**config.mk**
```make
export PLATFORM = sky130hd
export DESIGN_NAME = wdtb_top
export DESIGN_NICKNAME = d
export VERILOG_FILES = /design/src/wdtb_pkg.sv /design/src/wdtb_top.sv
export SDC_FILE = /design/constraint.sdc
export NUM_CORES = 1
export LEC_CHECK = 0
export BUFFER_PORTS_ARGS = -buffer_cell sky130_fd_sc_hd__buf_2
export CAP_MARGIN = 25
export CELL_PAD_IN_SITES_DETAIL_PLACEMENT = 1
export CELL_PAD_IN_SITES_GLOBAL_PLACEMENT = 2
export CORE_AREA = 2 2 141 143
export CTS_BUF_LIST = sky130_fd_sc_hd__clkbuf_4
export CTS_CLUSTER_SIZE = 8
export DETAILED_ROUTE_END_ITERATION = 7
export DIE_AREA = 0 0 143 145
export GPL_TIMING_DRIVEN = 1
export PLACE_DENSITY_LB_ADDON = 0.1
export SYNTH_ARGS = -nofsm -noshare
export SYNTH_HDL_FRONTEND = slang
export SYNTH_SLANG_ARGS = --single-unit
```
**constraint.sdc**
```tcl
create_clock -name clk_i -period 3.8 [get_ports clk_i]
set_input_delay 0.19 -clock clk_i [delete_from_list [all_inputs] [get_ports clk_i]]
set_output_delay 0.19 -clock clk_i [all_outputs]
set_load 0.1 [all_outputs]
```
**src/wdtb_pkg.sv**
```systemverilog
// Package for the watchdog, time base, RTC and halt sequencer block.
// Assumes a single 100 MHz clock; slow sources arrive as enable pulses.
package wdtb_pkg;

  // Register byte addresses (APB, one aligned word each)
  localparam logic [7:0] ADDR_RTC_CTRL = 8'h24; // rtc_period_control, idx 09H
  localparam logic [7:0] RTC_CTRL_IDX  = 8'h09;
  localparam logic [7:0] ADDR_STATUS   = 8'h00;
  localparam logic [7:0] ADDR_REQ      = 8'h04;
  localparam logic [7:0] ADDR_OPTION   = 8'h08;

  // rtc_period_control field and reset
  localparam int         RTC_SEL_W     = 3;
  localparam logic [2:0] RTC_SEL_RST   = 3'h7;

  // Status bits
  localparam int ST_EXPIRY  = 0;
  localparam int ST_SLEEP   = 1;
  localparam int ST_HALTED  = 2;
  localparam int ST_DUMMY   = 3;

  // Request register bits (second_irq_control layout)
  localparam int REQ_TB  = 5;
  localparam int REQ_RTC = 6;

  // Option register fields
  localparam int OPT_WDT_EN   = 0;
  localparam int OPT_PAIRED   = 1;
  localparam int OPT_SRC_LO   = 2;
  localparam int OPT_TB_LO    = 4;
  localparam int OPT_LCD_LO   = 6;
  localparam int OPT_BZ_LO    = 9;
  localparam int OPT_WAKE_LO  = 12;
  localparam logic [31:0] OPT_RST = 32'h0000_0001;

  // Divider chain
  localparam int CHAIN_W    = 16;
  localparam int WDT_BIT    = 15; // overflow of 2^16 counts
  localparam int TB_BASE    = 11; // 2^12 tap index
  localparam int RTC_BASE   = 7;  // 2^8 tap index
  localparam int TAP_BASE   = 1;  // 2^2 tap index

  // Wake-up dummy delay
  localparam int DUMMY_CYC  = 1024;

  typedef enum logic [1:0] {
    WDTB_SRC_RC,
    WDTB_SRC_INSTR,
    WDTB_SRC_RTC
  } wdtb_src_e;

  // Instruction strobes from the core
  typedef struct packed {
    logic single_clear;
    logic paired_first;
    logic paired_second;
    logic halt;
  } wdtb_instr_s;

  // Reset requests to the core
  typedef struct packed {
    logic chip_reset;
    logic warm_reset;
  } wdtb_rst_s;

endpackage : wdtb_pkg

```
**src/wdtb_top.sv**
```systemverilog
// Watchdog, multi-function divider, time base, RTC and halt/wake sequencer.
// Assumes slow sources (RC, RTC, instruction clock) are clk_i enable pulses
// from external dividers; port A pins are asynchronous.
// Function
// RQ1: Watchdog source chosen: RC, instruction, RTC
// RQ2: Disabled watchdog makes its actions no-ops
// RQ3: Watchdog expires after 2^16 source cycles
// RQ4: Overflow when running: chip reset, expiry flag
// RQ5: Overflow in sleep: warm reset only; code also sets the expiry flag
// RQ6: Clear by reset pin, instruction, halt
// RQ7: Single-clear option: one instruction clears
// RQ8: Paired option: both instructions needed to clear; code also clears on a repeat of either one
// RQ9: Instruction source stops counting in sleep
// RQ10: Eight-stage divider plus seven-bit prescaler; code's prescaler is the upper eight bits of the 16-bit chain
// RQ11: Selectable LCD and buzzer frequency taps
// RQ12: Time base ticks at 2^12..2^15, sets bit5
// RQ13: Time base tick offered to counter two
// RQ14: RTC period from control bits 2:0
// RQ15: RTC tick sets request bit6
// RQ16: RTC tick offered to counter one
// RQ17: Sleep keeps slow oscillators and LCD running; code's LCD tap stops in sleep when the instruction source is selected
// RQ18: Halt clears watchdog for RC/RTC source
// RQ19: Halt sets sleep flag, clears expiry flag
// RQ20: Wake on reset, interrupt, overflow, port A
// RQ21: Port wake resumes at next instruction
// RQ22: Stale requests don't wake; 1024-cycle delay
// RQ23: Watchdog clear resets divider chain
//
// The APB register port is this design's own decision.
module wdtb_top #(
  parameter int WAKE_W = 8
) (
  // Clock and reset
  input  wire logic                  clk_i,
  input  wire logic                  rst_i,
  // APB slave
  input  wire logic                  psel_i,
  input  wire logic                  penable_i,
  input  wire logic                  pwrite_i,
  input  wire logic [7:0]            paddr_i,
  input  wire logic [31:0]           pwdata_i,
  output logic      [31:0]           prdata_o,
  output logic                       pready_o,
  output logic                       pslverr_o,
  // Source enables and external reset pin
  input  wire logic                  rc_tick_i,
  input  wire logic                  rtc_tick_i,
  input  wire logic                  instr_tick_i,
  input  wire logic                  reset_pin_n_i,
  // Core interface
  input  wire wdtb_pkg::wdtb_instr_s instr_i,
  input  wire logic                  irq_pending_i,
  input  wire logic                  irq_serviceable_i,
  input  wire logic [WAKE_W-1:0]     port_a_i,
  output wdtb_pkg::wdtb_rst_s        rst_req_o,
  output logic                       sys_osc_en_o,
  output logic                       run_o,
  output logic                       wake_irq_o,
  // Timer outputs
  output logic                       tb_tick_o,
  output logic                       rtc_tick_o,
  output logic                       lcd_clk_o,
  output logic                       buzzer_o
);
  import wdtb_pkg::*;

  function automatic logic tap(input logic [CHAIN_W-1:0] c,
                               input int idx);
    tap = c[idx];
  endfunction : tap

  // Registers
  logic [RTC_SEL_W-1:0] rtc_sel_reg;
  logic [31:0]          opt_reg;
  logic                 expiry_flag_reg;
  logic                 sleep_entered_flag_reg;
  logic                 periodic_tick_request_reg;
  logic                 clock_tick_request_reg;
  logic                 halted_reg;
  logic                 dummy_reg;
  logic [10:0]          dummy_cnt_reg;
  logic                 paired_seen_reg;
  logic [CHAIN_W-1:0]   chain_reg;
  logic [CHAIN_W-1:0]   chain_next;
  logic [1:0]           pin_rst_sync_reg;
  logic [1:0]           pa_sync0_reg [WAKE_W];
  logic [WAKE_W-1:0]    pa_prev_reg;
  logic                 stale_irq_reg;
  logic                 tb_tap_reg;
  logic                 rtc_tap_reg;

  wdtb_src_e         src;
  logic              wdt_en;
  logic              paired;
  logic              src_tick;
  logic              wdt_clear;
  logic              overflow;
  logic              tb_edge;
  logic              rtc_edge;
  logic [WAKE_W-1:0] pa_now;
  logic              port_wake;
  logic              irq_wake;
  logic              pin_low;
  logic              apb_wr;
  logic              apb_rd;

  assign wdt_en = opt_reg[OPT_WDT_EN];
  assign paired = opt_reg[OPT_PAIRED];
  assign src    = wdtb_src_e'(opt_reg[OPT_SRC_LO +: 2]);
  assign pin_low = ~pin_rst_sync_reg[1];

  always_comb begin
    case (src) // RQ1
      WDTB_SRC_RC:    src_tick = rc_tick_i;
      WDTB_SRC_INSTR: src_tick = instr_tick_i & ~halted_reg; // RQ9
      WDTB_SRC_RTC:   src_tick = rtc_tick_i;
      default:        src_tick = 1'b0;
    endcase
  end

  // Reset pin synchroniser
  always_ff @(posedge clk_i or posedge rst_i) begin
    if (rst_i) begin
      pin_rst_sync_reg <= 2'h3;
    end else begin
      pin_rst_sync_reg <= {pin_rst_sync_reg[0], reset_pin_n_i};
    end
  end

  // Port A synchronisers and falling edge detect
  for (genvar g = 0; g < WAKE_W; g++) begin : g_pa
    always_ff @(posedge clk_i or posedge rst_i) begin
      if (rst_i) begin
        pa_sync0_reg[g] <= 2'h3;
        pa_prev_reg[g]  <= 1'b1;
      end else begin
        pa_sync0_reg[g] <= {pa_sync0_reg[g][0], port_a_i[g]};
        pa_prev_reg[g]  <= pa_sync0_reg[g][1];
      end
    end
    assign pa_now[g] = pa_sync0_reg[g][1];
  end

  // Watchdog clear conditions
  always_comb begin
    wdt_clear = 1'b0;
    if (wdt_en) begin // RQ2
      if (pin_low) wdt_clear = 1'b1; // RQ6
      if (!paired && instr_i.single_clear) wdt_clear = 1'b1; // RQ7
      if (paired && instr_i.paired_second && paired_seen_reg)
        wdt_clear = 1'b1; // RQ8
      if (paired && instr_i.paired_first && paired_seen_reg)
        wdt_clear = 1'b1; // RQ8
      if (instr_i.halt && !halted_reg && src != WDTB_SRC_INSTR)
        wdt_clear = 1'b1; // RQ18
    end
  end

  // Either order of the pair arms the other half
  always_ff @(posedge clk_i or posedge rst_i) begin
    if (rst_i) begin
      paired_seen_reg <= 1'b0;
    end else if (wdt_clear || !paired || !wdt_en) begin
      paired_seen_reg <= 1'b0;
    end else if (instr_i.paired_first || instr_i.paired_second) begin
      paired_seen_reg <= 1'b1; // RQ8
    end
  end

  // Shared chain: low 8 bits divider, upper bits prescaler
  always_comb begin
    chain_next = chain_reg;
    if (wdt_clear) begin
      chain_next = '0; // RQ23
    end else if (src_tick) begin
      chain_next = chain_reg + 1'b1; // RQ10
    end
  end

  assign overflow = wdt_en && src_tick && !wdt_clear
                    && (&chain_reg); // RQ3

  always_ff @(posedge clk_i or posedge rst_i) begin
    if (rst_i) begin
      chain_reg <= '0;
    end else begin
      chain_reg <= chain_next;
    end
  end

  // Time base and RTC taps; rising tap bit marks a period
  always_ff @(posedge clk_i or posedge rst_i) begin
    if (rst_i) begin
      tb_tap_reg  <= 1'b0;
      rtc_tap_reg <= 1'b0;
    end else begin
      tb_tap_reg  <= tap(chain_next, TB_BASE + int'(opt_reg[OPT_TB_LO +: 2]));
      rtc_tap_reg <= tap(chain_next, RTC_BASE + int'(rtc_sel_reg)); // RQ14
    end
  end
  assign tb_edge  = tap(chain_next, TB_BASE + int'(opt_reg[OPT_TB_LO +: 2]))
                    & ~tb_tap_reg; // RQ12
  assign rtc_edge = tap(chain_next, RTC_BASE + int'(rtc_sel_reg))
                    & ~rtc_tap_reg;

  // Tick pulses and frequency taps, registered
  always_ff @(posedge clk_i or posedge rst_i) begin
    if (rst_i) begin
      tb_tick_o  <= 1'b0;
      rtc_tick_o <= 1'b0;
      lcd_clk_o  <= 1'b0;
      buzzer_o   <= 1'b0;
    end else begin
      tb_tick_o  <= tb_edge; // RQ13
      rtc_tick_o <= rtc_edge; // RQ16
      lcd_clk_o  <= tap(chain_reg, TAP_BASE
                        + int'(opt_reg[OPT_LCD_LO +: 3])); // RQ11
      buzzer_o   <= tap(chain_reg, TAP_BASE
                        + int'(opt_reg[OPT_BZ_LO +: 3])); // RQ11
    end
  end

  // Request flags; set wins over software clear
  always_ff @(posedge clk_i or posedge rst_i) begin
    if (rst_i) begin
      periodic_tick_request_reg <= 1'b0;
      clock_tick_request_reg    <= 1'b0;
    end else begin
      if (tb_edge) begin
        periodic_tick_request_reg <= 1'b1; // RQ12
      end else if (apb_wr && paddr_i == ADDR_REQ && !pwdata_i[REQ_TB]) begin
        periodic_tick_request_reg <= 1'b0;
      end
      if (rtc_edge) begin
        clock_tick_request_reg <= 1'b1; // RQ15
      end else if (apb_wr && paddr_i == ADDR_REQ && !pwdata_i[REQ_RTC]) begin
        clock_tick_request_reg <= 1'b0;
      end
    end
  end

  // Halt, wake-up and dummy delay
  assign port_wake = |(pa_prev_reg & ~pa_now
                       & opt_reg[OPT_WAKE_LO +: WAKE_W]); // RQ20
  assign irq_wake  = irq_pending_i & ~stale_irq_reg; // RQ22

  always_ff @(posedge clk_i or posedge rst_i) begin
    if (rst_i) begin
      halted_reg    <= 1'b0;
      dummy_reg     <= 1'b0;
      dummy_cnt_reg <= '0;
      stale_irq_reg <= 1'b0;
      wake_irq_o    <= 1'b0;
    end else if (!halted_reg) begin
      if (dummy_reg) begin
        if (dummy_cnt_reg == 11'(DUMMY_CYC - 1)) begin
          dummy_reg <= 1'b0; // RQ22
        end
        dummy_cnt_reg <= dummy_cnt_reg + 1'b1;
      end else begin
        wake_irq_o <= 1'b0;
      end
      if (instr_i.halt && !dummy_reg) begin
        halted_reg    <= 1'b1; // RQ17
        stale_irq_reg <= irq_pending_i; // RQ22
      end
    end else if (pin_low || overflow || port_wake || irq_wake) begin
      halted_reg    <= 1'b0; // RQ20
      dummy_reg     <= 1'b1;
      dummy_cnt_reg <= '0;
      wake_irq_o    <= irq_wake & irq_serviceable_i & ~port_wake; // RQ21
    end
  end

  assign sys_osc_en_o = ~halted_reg; // RQ17
  assign run_o        = ~halted_reg & ~dummy_reg;

  // Reset requests
  always_ff @(posedge clk_i or posedge rst_i) begin
    if (rst_i) begin
      rst_req_o <= '0;
    end else begin
      rst_req_o.chip_reset <= (overflow && !halted_reg) || pin_low; // RQ4
      rst_req_o.warm_reset <= overflow && halted_reg; // RQ5
    end
  end

  // Status flags
  always_ff @(posedge clk_i or posedge rst_i) begin
    if (rst_i) begin
      expiry_flag_reg        <= 1'b0;
      sleep_entered_flag_reg <= 1'b0;
    end else begin
      if (overflow) begin
        expiry_flag_reg <= 1'b1; // RQ4
      end else if (instr_i.halt && !halted_reg && wdt_en) begin
        expiry_flag_reg <= 1'b0; // RQ19
      end
      if (instr_i.halt && !halted_reg && wdt_en) begin
        sleep_entered_flag_reg <= 1'b1; // RQ19
      end else if (wdt_en && instr_i.single_clear) begin
        sleep_entered_flag_reg <= 1'b0; // RQ19
      end
    end
  end

  // APB slave: zero wait states
  assign apb_wr    = psel_i & penable_i & pwrite_i;
  assign apb_rd    = psel_i & ~pwrite_i;
  assign pready_o  = 1'b1;
  assign pslverr_o = 1'b0;

  always_ff @(posedge clk_i or posedge rst_i) begin
    if (rst_i) begin
      rtc_sel_reg <= RTC_SEL_RST;
      opt_reg     <= OPT_RST;
    end else if (apb_wr) begin
      if (paddr_i == ADDR_RTC_CTRL) begin
        rtc_sel_reg <= pwdata_i[RTC_SEL_W-1:0]; // RQ14
      end
      if (paddr_i == ADDR_OPTION) begin
        opt_reg <= pwdata_i;
      end
    end
  end

  // Read data registered in setup phase
  always_ff @(posedge clk_i or posedge rst_i) begin
    if (rst_i) begin
      prdata_o <= '0;
    end else if (apb_rd && !penable_i) begin
      prdata_o <= '0;
      case (paddr_i)
        ADDR_RTC_CTRL: prdata_o[RTC_SEL_W-1:0] <= rtc_sel_reg;
        ADDR_OPTION:   prdata_o <= opt_reg;
        ADDR_REQ: begin
          prdata_o[REQ_TB]  <= periodic_tick_request_reg;
          prdata_o[REQ_RTC] <= clock_tick_request_reg;
        end
        ADDR_STATUS: begin
          prdata_o[ST_EXPIRY] <= expiry_flag_reg;
          prdata_o[ST_SLEEP]  <= sleep_entered_flag_reg;
          prdata_o[ST_HALTED] <= halted_reg;
          prdata_o[ST_DUMMY]  <= dummy_reg;
        end
        default: prdata_o <= '0;
      endcase
    end
  end

endmodule : wdtb_top

```
# Word level (Yosys, flattened, before mapping)

Cells that the tools add are included.

Add/sub/neg operators: 6
Magnitude comparators: 4
Equality and inequality tests: 9
Mux-type cells: 49
Bitwise gates (word level): 21
Reductions and logical operators: 49

Operator list:

| operator                                               | number |
|---|---|
| two-way mux 1 bit                                      | 35 |
| two-way mux 11 bit                                     | 3 |
| two-way mux 16 bit                                     | 2 |
| two-way mux 25 bit                                     | 1 |
| logical AND 1 bit                                      | 19 |
| adder 16 x 1 -> 16 bit (second input constant)         | 1 |
| bitwise AND 8 bit                                      | 2 |
| binary-select mux 1 bit (select 4 bit)                 | 4 |
| AND reduction 16 bit                                   | 1 |
| < comparator 4 x 5 -> 1 bit (second input constant)    | 3 |
| nonzero test 2 bit                                     | 6 |
| adder 11 x 1 -> 11 bit (second input constant)         | 1 |
| equality test 11 x 10 -> 1 bit (second input constant) | 1 |
| bitwise AND 1 bit                                      | 10 |
| AND reduction 2 bit                                    | 5 |
| case mux 3 bit (3 select lines)                        | 1 |
| adder 1 x 3 -> 4 bit (first input constant)            | 2 |
| equality test 8 x 3 -> 1 bit (second input constant)   | 1 |
| equality test 8 x 4 -> 1 bit (second input constant)   | 1 |
| equality test 8 x 6 -> 1 bit (second input constant)   | 1 |
| logical NOT 1 bit                                      | 8 |
| logical NOT 8 bit                                      | 1 |
| inverter 1 bit                                         | 8 |
| inverter 8 bit                                         | 1 |
| 13 further kinds                                       | 20 |

Register bits: 137
Input bits: 63
Output and inout port bits: 43
Word-level logic and storage cells: 177

# Depth between registers and ports, before layout

Gate-level depths: netlist of run 1.

Depth after elaboration: 15
Mapped depth: 11
Gate-level depth less buffers: 9

# Least setup slack after synthesis of run 1

No wires, ideal clock.

Path kind: reg-to-reg
From: register rtc_sel_reg[0]
To: register clock_tick_request_reg
Setup time: 145 ps
Arrival: 2574 ps
Data required time: 3655 ps
Setup slack: 1081 ps
Cell stages (with the launch flop): 12
Buffers on the path: 2
Clock period less this slack: 2719 ps
Cell sequence: dfstp_2 clkbuf_1 inv_1 ha_1 clkbuf_1 nor2b_1 a2111oi_0 o311ai_0 o311ai_0 a311oi_2 o311ai_0 o211ai_1

Cells in the longest elaborated chain, start to end: 6
Elaborated cells on any way between the ends: 7
Those cells by class: add/sub (1); mux (4); bitwise (1); reduce/logical (1)

Ends and longest elaborated chain:

| item                                                           | RTL line        | text |
|---|---|---|
| from (decl)                                                    | wdtb_top.sv:73  | `logic [RTC_SEL_W-1:0] rtc_sel_reg;` |
| from (signal assigned)                                         | wdtb_top.sv:319 | `rtc_sel_reg <= pwdata_i[RTC_SEL_W-1:0];` |
| adder 3 x 3 -> 4 bit *                                         | wdtb_top.sv:203 | `assign rtc_edge = tap(chain_next, RTC_BASE + int'(rtc_sel_reg))` |
| binary-select mux 1 bit (select 4 bit) *                       | wdtb_top.sv:69  | `tap = c[idx];` |
| two-way mux 1 bit (not written as such) * (2 in a row)         | wdtb_top.sv:69  |  |
| bitwise AND 1 bit *                                            | wdtb_top.sv:204 | `& ~rtc_tap_reg;` |
| two-way mux 1 bit / nonzero test 2 bit (equally long branches) | --              |  |
| to (signal assigned)                                           | wdtb_top.sv:227 | `clock_tick_request_reg <= 1'b0;` |
| to (signal assigned)                                           | wdtb_top.sv:235 | `clock_tick_request_reg <= 1'b1;` |
| to (signal assigned)                                           | wdtb_top.sv:237 | `clock_tick_request_reg <= 1'b0;` |
| to (decl)                                                      | wdtb_top.sv:78  | `logic clock_tick_request_reg;` |

Mark *: on every way between the ends. The rest lies on a longest branch, timed or not. The select of a mux whose other input is x is not followed.
A chain may end at the register's enable or synchronous reset.

# Worst setup path after layout of run 1

Ends and elaborated chain as after synthesis.

==> results of run 1 <==
[how the worst max path moves through the flow]
stage | startpoint | cells after the start | to | slack, ns
floorplan | rtc_sel_reg[0] | 11 | clock_tick_request_reg | 1.08
global placement | halted_reg | 8 | wake_irq_o | 1.02
detailed placement | halted_reg | 8 | wake_irq_o | 0.91
CTS | halted_reg | 8 | wake_irq_o | 0.88
global route | rtc_sel_reg[0] | 9 | clock_tick_request_reg | 0.63
finish | rtc_sel_reg[0] | 9 | clock_tick_request_reg | 0.92
[worst max-delay path, stage by stage, from the launching register on]
cell and delay (ns):
dfstp_2 0.73, inv_1 0.14, ha_1 0.38, nor4bb_1 0.08, a2111oi_0 0.59, o311ai_0 0.25, o311ai_0 0.19, a311oi_2 0.10
o311ai_0 0.14, o211ai_1 0.14
[cell usage in the layout (no fill, tap or decap), types with 11 or more instances in the layout]
cell type      Yosys  final
mux2_2            33     33
nand2_1          111    111
nand4_1           11     11
dfrtp_1          107    107
nand3_1           42     42
xnor2_1           14     14
dfstp_2           30     30
o21ai_0           18     18
a21oi_1           11     11
inv_1             16     15
o22ai_1           13     13
nor2_1            34     34
buf_2              1    103
xor2_1            12     12
nor3_1            14     14
dlygate4sd3_1      0     49
clkbuf_4           0     18
[power by group through the flow]
stage | Sequential (mW) | Clock [mW] | Combinational [mW]
6_report | 1.73 | 0.980 | 0.639
5_1_grt | 1.75 | 1.09 | 0.700
4_1_cts | 1.73 | 1.03 | 0.644
3_5_place_dp | 1.76 | 0 | 0.599
3_3_place_gp | 1.75 | 0 | 0.591
2_1_floorplan | 1.80 | 0 | 0.348
[cells by family (layout without fill, tap and decap cells)]
kind of cell / after synthesis / after routing / share of synthesized area, %
compound gates: 85 / 85 / 9.095
mux: 50 / 50 / 9.656
buf+inv: 50 / 210 / 3.096
flops: 137 / 137 / 53.60
fa+ha+maj: 6 / 6 / 1.161
simple gates: 266 / 266 / 19.76
xor+xnor: 26 / 26 / 3.522
other cells: 2 / 3 / 0.1161
[what timing repair did]
item,4_1_cts,5_1_grt
hold buffers,49,0
setup endpoints to repair,0,0
buffers inserted,0,0
gates resized for setup,0,0
hold endpoints to repair,157,0
[layer usage]
metal  track usage [%]  up-vias  share of wire [%]
li1                  -     2497                  -
met1             26.82     2694                 47
met2             29.71      124                 48
met3             3.795       16                4.7
met4             5.396        0                1.2
met5                 0        -                  0
[layout make-up]
| type | instances | share of cell area (%) |
|---|---|---|
| Timing Repair Buffer | 162 | 13.67 |
| Tap cell | 265 | 4.116 |
| Sequential cell | 137 | 43.03 |
| Antenna cell | 1 | 0.03107 |
| Multi-Input combinational cell | 435 | 34.87 |
| Clock buffer | 18 | 1.678 |
| Inverter | 16 | 0.7922 |
| Clock inverter | 14 | 1.817 |
[stage by stage]
stage          utilization [%]  cell area [sq um]  cells
2_1_floorplan                -               6470    622
3_3_place_gp             37.83               7266    965
3_5_place_dp             37.91               7281    966
4_1_cts                  41.93               8053   1047
5_1_grt                  41.94               8055   1048
6_report                 41.94               8055   1048
==> flow_metrics.tcl, run 1 <==
set metrics [dict create \
    grt_setup_unrepaired "false" \
    multi_input_area_sq_mm 0.002809 \
    wire_per_inst_um 17.76 \
    timing.fmax_ghz 0.3477 \
    worst_pin_slew_ns 0.8100 \
    final_clock_skew_ns 0.02152 \
    timing.hold.worst_endpoint "periodic_tick_request_reg" \
    design.portCount 106 \
    cp_data_required_time_ns 4.21 \
    max-clock-path-buffers 2 \
    critical_path.endpoint_type "flip-flop" \
    finalHoldWorstSlack_ns 0.08015 \
    drc 0 \
    ff_latch_area_sq_mm 0.003466 \
    setup.worst_path.class "flip-flop to flip-flop" \
    comb_power_share_pct 19.1 \
    number_of_enable_type_register_cells_in_the_synthesized_netlist 0 \
    final.min_clock_period_ns 2.876 \
    post_synth_instance_area_sq_mm 0.006466 \
    r2r_start "rtc_sel_reg[0]" \
    drive_above_1_share_pct 28.39 \
    dieWidth_um 143 \
    detail_route.first_pass.iterations 5 \
    r2r_setup_slack_ns 0.92 \
    max-vdd-ir-drop_v 0.0001545 \
    period_share_pct 75.68 \
    final-hold-violation-count 0 \
    grt_remaining_overflow 0 \
    ctsRootBufferMaster "clkbuf_4" \
    inserted_clock_buffers 17 \
    routed_via_count 5331 \
    power.switching_fraction_pct 33.87 \
    netlist.area_leader.share_pct 41.41 \
    clk_pin_slew_worst_paths_ns 0.13 \
    antenna_left 0 \
    status "complete, no violations" \
    rr_worst_depth 9 \
    dp_slack_ns 0.9136 \
    grt_pass1_vias 5713 \
    yosys.area.top_type "dfrtp_1" \
    cp_startpoint_kind "flip-flop" \
    synth_most_common_cell "nand2_1" \
    hold_path.startpoint "psel_i" \
    chipHeight_um 145 \
    cts.htree.levels 4 \
    power.internal_mw 2.214 \
    p_total_mw 3.348 \
    kind_of_path_behind_the_tightest_hold_check "primary input to flip-flop" \
    detailedPlacementHpwl_mm 13.05 \
    cts_tree "yes" \
    drt_iter0_markers 263 \
    min_delay_path_depth 4 \
    setup-tns-final_ns 0 \
    synth_sequential_area_ratio_pct 53.60 \
    final.fill_count 2193 \
    power-per-cell-area_mw_per_mm2 415.6 \
    reg2reg_to "clock_tick_request_reg" \
    critical_path_peak_fanout 14 \
    area.growth.synth_to_final_pct 24.57 \
    postSynthNetCount 691 \
    worstSkewPairLatency_ns 0.55 \
    report.final.setup_viol 0 \
    grt_start_max_net_pins 138 \
    cap_viol_max_count 0 \
    worst_slack_ns 0.9242 \
    syn_area_per_cell_sq_um 10.40 \
    power.clock.fraction_pct 29.3 \
    gp_routability_congestion 0.8378 \
    detail_routed_via_count_per_cell 5.087 \
    p_leak_nw 3.763 \
    wire_length_of_the_first_global_routing_pass_mm 30.76 \
    gate_count_after_technology_mapping 622 \
    postSynth.topFlopCell "dfrtp_1" \
    yosysUniqueCellTypes 64 \
    rows 51 \
    layout.nets 838 \
    initial_util_pct 33.67 \
    async_s_r_ff_share_synth_pct 100.0 \
    share_seq_of_total_power_pct 51.6 \
    synth-warning-count 0 \
    cts_sinks 137 \
    yosys-top-cells-area "dfrtp_1 (41%), dfstp_2 (12%), nand2_1 (6.4%)" \
    grt_util_all_layers_pct 19.03 \
    netlist_top_cells_count "nand2_1 (111), dfrtp_1 (107), nand3_1 (42)" \
    switchingPower_mw 1.134 \
    grt_antenna_before_repair 1 \
    slew_viol_final 0 \
    wirelength_mm 18.61 \
    crit_arrival_ns 3.29 \
    synth-seq-cells 137 \
    portBuffers 103 \
    die_area_sq_mm 0.02074 \
    maxSlewHeadroom_pct 45.50 \
    core_area_sq_mm 0.01921 \
]
No activity file was read; power rests on OpenSTA's default activity.
==> run 2, diff against run 1 <==
--- a/config.mk
+++ b/config.mk
@@ -9,11 +9,11 @@
 export CAP_MARGIN = 25
 export CELL_PAD_IN_SITES_DETAIL_PLACEMENT = 1
 export CELL_PAD_IN_SITES_GLOBAL_PLACEMENT = 2
-export CORE_AREA = 2 2 141 143
+export CORE_AREA = 2 2 136 138
 export CTS_BUF_LIST = sky130_fd_sc_hd__clkbuf_4
 export CTS_CLUSTER_SIZE = 8
 export DETAILED_ROUTE_END_ITERATION = 7
-export DIE_AREA = 0 0 143 145
+export DIE_AREA = 0 0 138 140
 export GPL_TIMING_DRIVEN = 1
 export PLACE_DENSITY_LB_ADDON = 0.1
 export SYNTH_ARGS = -nofsm -noshare
==> constraint.sdc (replaced) <==
create_clock -name clk_i -period 2.72 [get_ports clk_i]
set_input_delay 0.136 -clock clk_i [delete_from_list [all_inputs] [get_ports clk_i]]
set_output_delay 0.136 -clock clk_i [all_outputs]
set_load 0.1 [all_outputs]
==> run 2 against run 1 <==
Compared with the run above:
- clock skew shrank 0.0067 ns
- clock power grew 46%
- register-to-register slack got worse by 0.85 ns
- die area decreased by 6.8%
==> flow_metrics.tcl, run 2 (synthesized netlist as in run 1, its figures left out) <==
set metrics [dict create \
    status "complete, no violations" \
    wire_per_inst_um 18.74 \
    slew_viol_final 0 \
    max-vdd-ir-drop_v 0.0005077 \
    power-per-cell-area_mw_per_mm2 584.3 \
    cp_slowest_stage_delay_ns 0.46 \
    dp_cells 944 \
    rows 49 \
    maxSlewHeadroom_pct 50.82 \
    drive_above_1_share_pct 30.30 \
    layout.nets 858 \
    portBuffers 103 \
    max-clock-path-buffers 2 \
    global_route.usage.met2_pct 32.60 \
    final-hold-violation-count 0 \
    die_area_sq_mm 0.01932 \
    timing.fmax_ghz 0.3784 \
    wirelength_mm 19.34 \
    kind_of_path_behind_the_tightest_hold_check "primary input to flip-flop" \
    worst_slack_ns 0.07725 \
    timing.critical_path.slowest_stage_cell "or3b_4" \
    critical_path_peak_fanout 8 \
    final.fill_count 2045 \
    detailedPlacementHpwl_mm 13.29 \
    cts_sinks 137 \
    ctsRootBufferMaster "clkbuf_4" \
    detail_routed_via_count_per_cell 5.267 \
    chipHeight_um 140 \
    cts_tree "yes" \
    antenna_left 0 \
    crit_arrival_ns 3.13 \
    p_leak_nw 3.871 \
    period_share_pct 97.16 \
    drc 0 \
    grt_util_all_layers_pct 20.38 \
    wire_length_of_the_first_global_routing_pass_mm 31.28 \
    initial_util_pct 36.37 \
    detail_route.first_pass.iterations 4 \
    area.growth.synth_to_final_pct 26.59 \
    global_route.usage.met1_pct 28.01 \
    grt_remaining_overflow 0 \
    critical_path.endpoint_type "flip-flop" \
    worstPathCellList "or3b_4 > mux2_4 > or3_1 > a2111o_1 > a311oi_2 > o31ai_1 > a21oi_1" \
    ff_latch_area_sq_mm 0.003466 \
    dp_slack_ns 0.1092 \
    final_clock_skew_ns 0.01478 \
    dieWidth_um 138 \
    cap_viol_max_count 0 \
    final.min_clock_period_ns 2.643 \
    report.final.setup_viol 0 \
    grt_setup_unrepaired "false" \
    global_route.peak_usage_layer "met2" \
    cp_data_required_time_ns 3.21 \
    setup.worst_path.class "flip-flop to flip-flop" \
    worstSkewPairLatency_ns 0.56 \
    finish.cell_count_without_fillers 1032 \
    gp_routability_congestion 0.8205 \
    setup-tns-final_ns 0 \
    clk_pin_slew_worst_paths_ns 0.13 \
    cp_startpoint_kind "flip-flop" \
    grt_start_max_net_pins 138 \
    worst_pin_slew_ns 0.7377 \
    drt_iter0_markers 215 \
    r2r_setup_slack_ns 0.08 \
    cts.htree.levels 4 \
    final_cell_mix "nand2_1 (111), dfrtp_1 (107), buf_2 (103)" \
    grt.met3_usage_pct 3.897 \
    multi_input_area_sq_mm 0.002831 \
    grt_pass1_vias 5738 \
    inserted_clock_buffers 17 \
    core_area_sq_mm 0.01778 \
    grt_antenna_before_repair 1 \
    routed_via_count 5436 \
    final_common_cell "nand2_1" \
    design.portCount 106 \
]
run 2: changes by cell type in the layout (fill, tap and decap cells not counted), moves of 2 or more:
cell and change:
buf_4 +18, inv_4 +2, clkinv_4 +2, dlygate4sd3_1 +2, clkinv_2 -2, clkinvlp_4 -2
run 2: area by class of cell:
type / count / share of cell area, %
Multi-Input combinational cell: 436 / 34.59
Timing Repair Buffer: 181 / 15.16
Clock inverter: 14 / 1.941
Sequential cell: 137 / 42.34
Tap cell: 229 / 3.500
Inverter: 16 / 0.7796
Antenna cell: 1 / 0.03057
Clock buffer: 18 / 1.651
run 2: per-layer routing:
metal / vias up / share of wire (%)
li1: 2538 / -
met2: 127 / 47
met1: 2746 / 48
met4: 0 / 1.8
met5: - / 0
met3: 25 / 3.8
run 2: power by group:
part / internal [mW] / switching, mW
combinational: 0.369 / 0.594
sequential: 2.19 / 0.202
clock: 0.578 / 0.850
total: 3.14 / 1.65
run 2: worst max-delay path, delay by kind of cell (launching register included):
| family | cells | cell delay [ns] |
|---|---|---|
| AOI/OAI and AO/OA | 4 | 0.97 |
| DFF | 1 | 0.43 |
| and+or+nand+nor | 2 | 0.84 |
| muxes | 1 | 0.34 |
run 2: path summary, 6_finish.rpt:
kind,start,to,cells past startpoint
max,opt_reg[3],rtc_tick_o,7
min,paddr_i[2],rtc_sel_reg[0],5
max reg2reg,opt_reg[3],rtc_tick_o,7
min reg2reg,pa_now[1],pa_prev_reg[1],0
max in group asynchronous,rst_i,chain_reg[9],4
min in group asynchronous,rst_i,opt_reg[18],4
run 2: what timing repair did:
item                       CTS  global route
hold buffers                51             0
setup buffers                0             3
setup endpoints to repair    0             3
gates resized for setup      0             3
hold endpoints to repair   160             0
run 2: metrics by stage:
step                cell area (sq um)  power [mW]  hold WS, ns  utilization, %
floorplan                        6470       2.995       0.1405               -
global placement                 7333       3.288       0.2420           41.25
detailed placement               7333       3.321       0.2423           41.25
CTS                              8138       4.834      0.01147           45.77
global route                     8185       5.037      0.04731           46.04
finish                           8185       4.783      0.05202           46.04
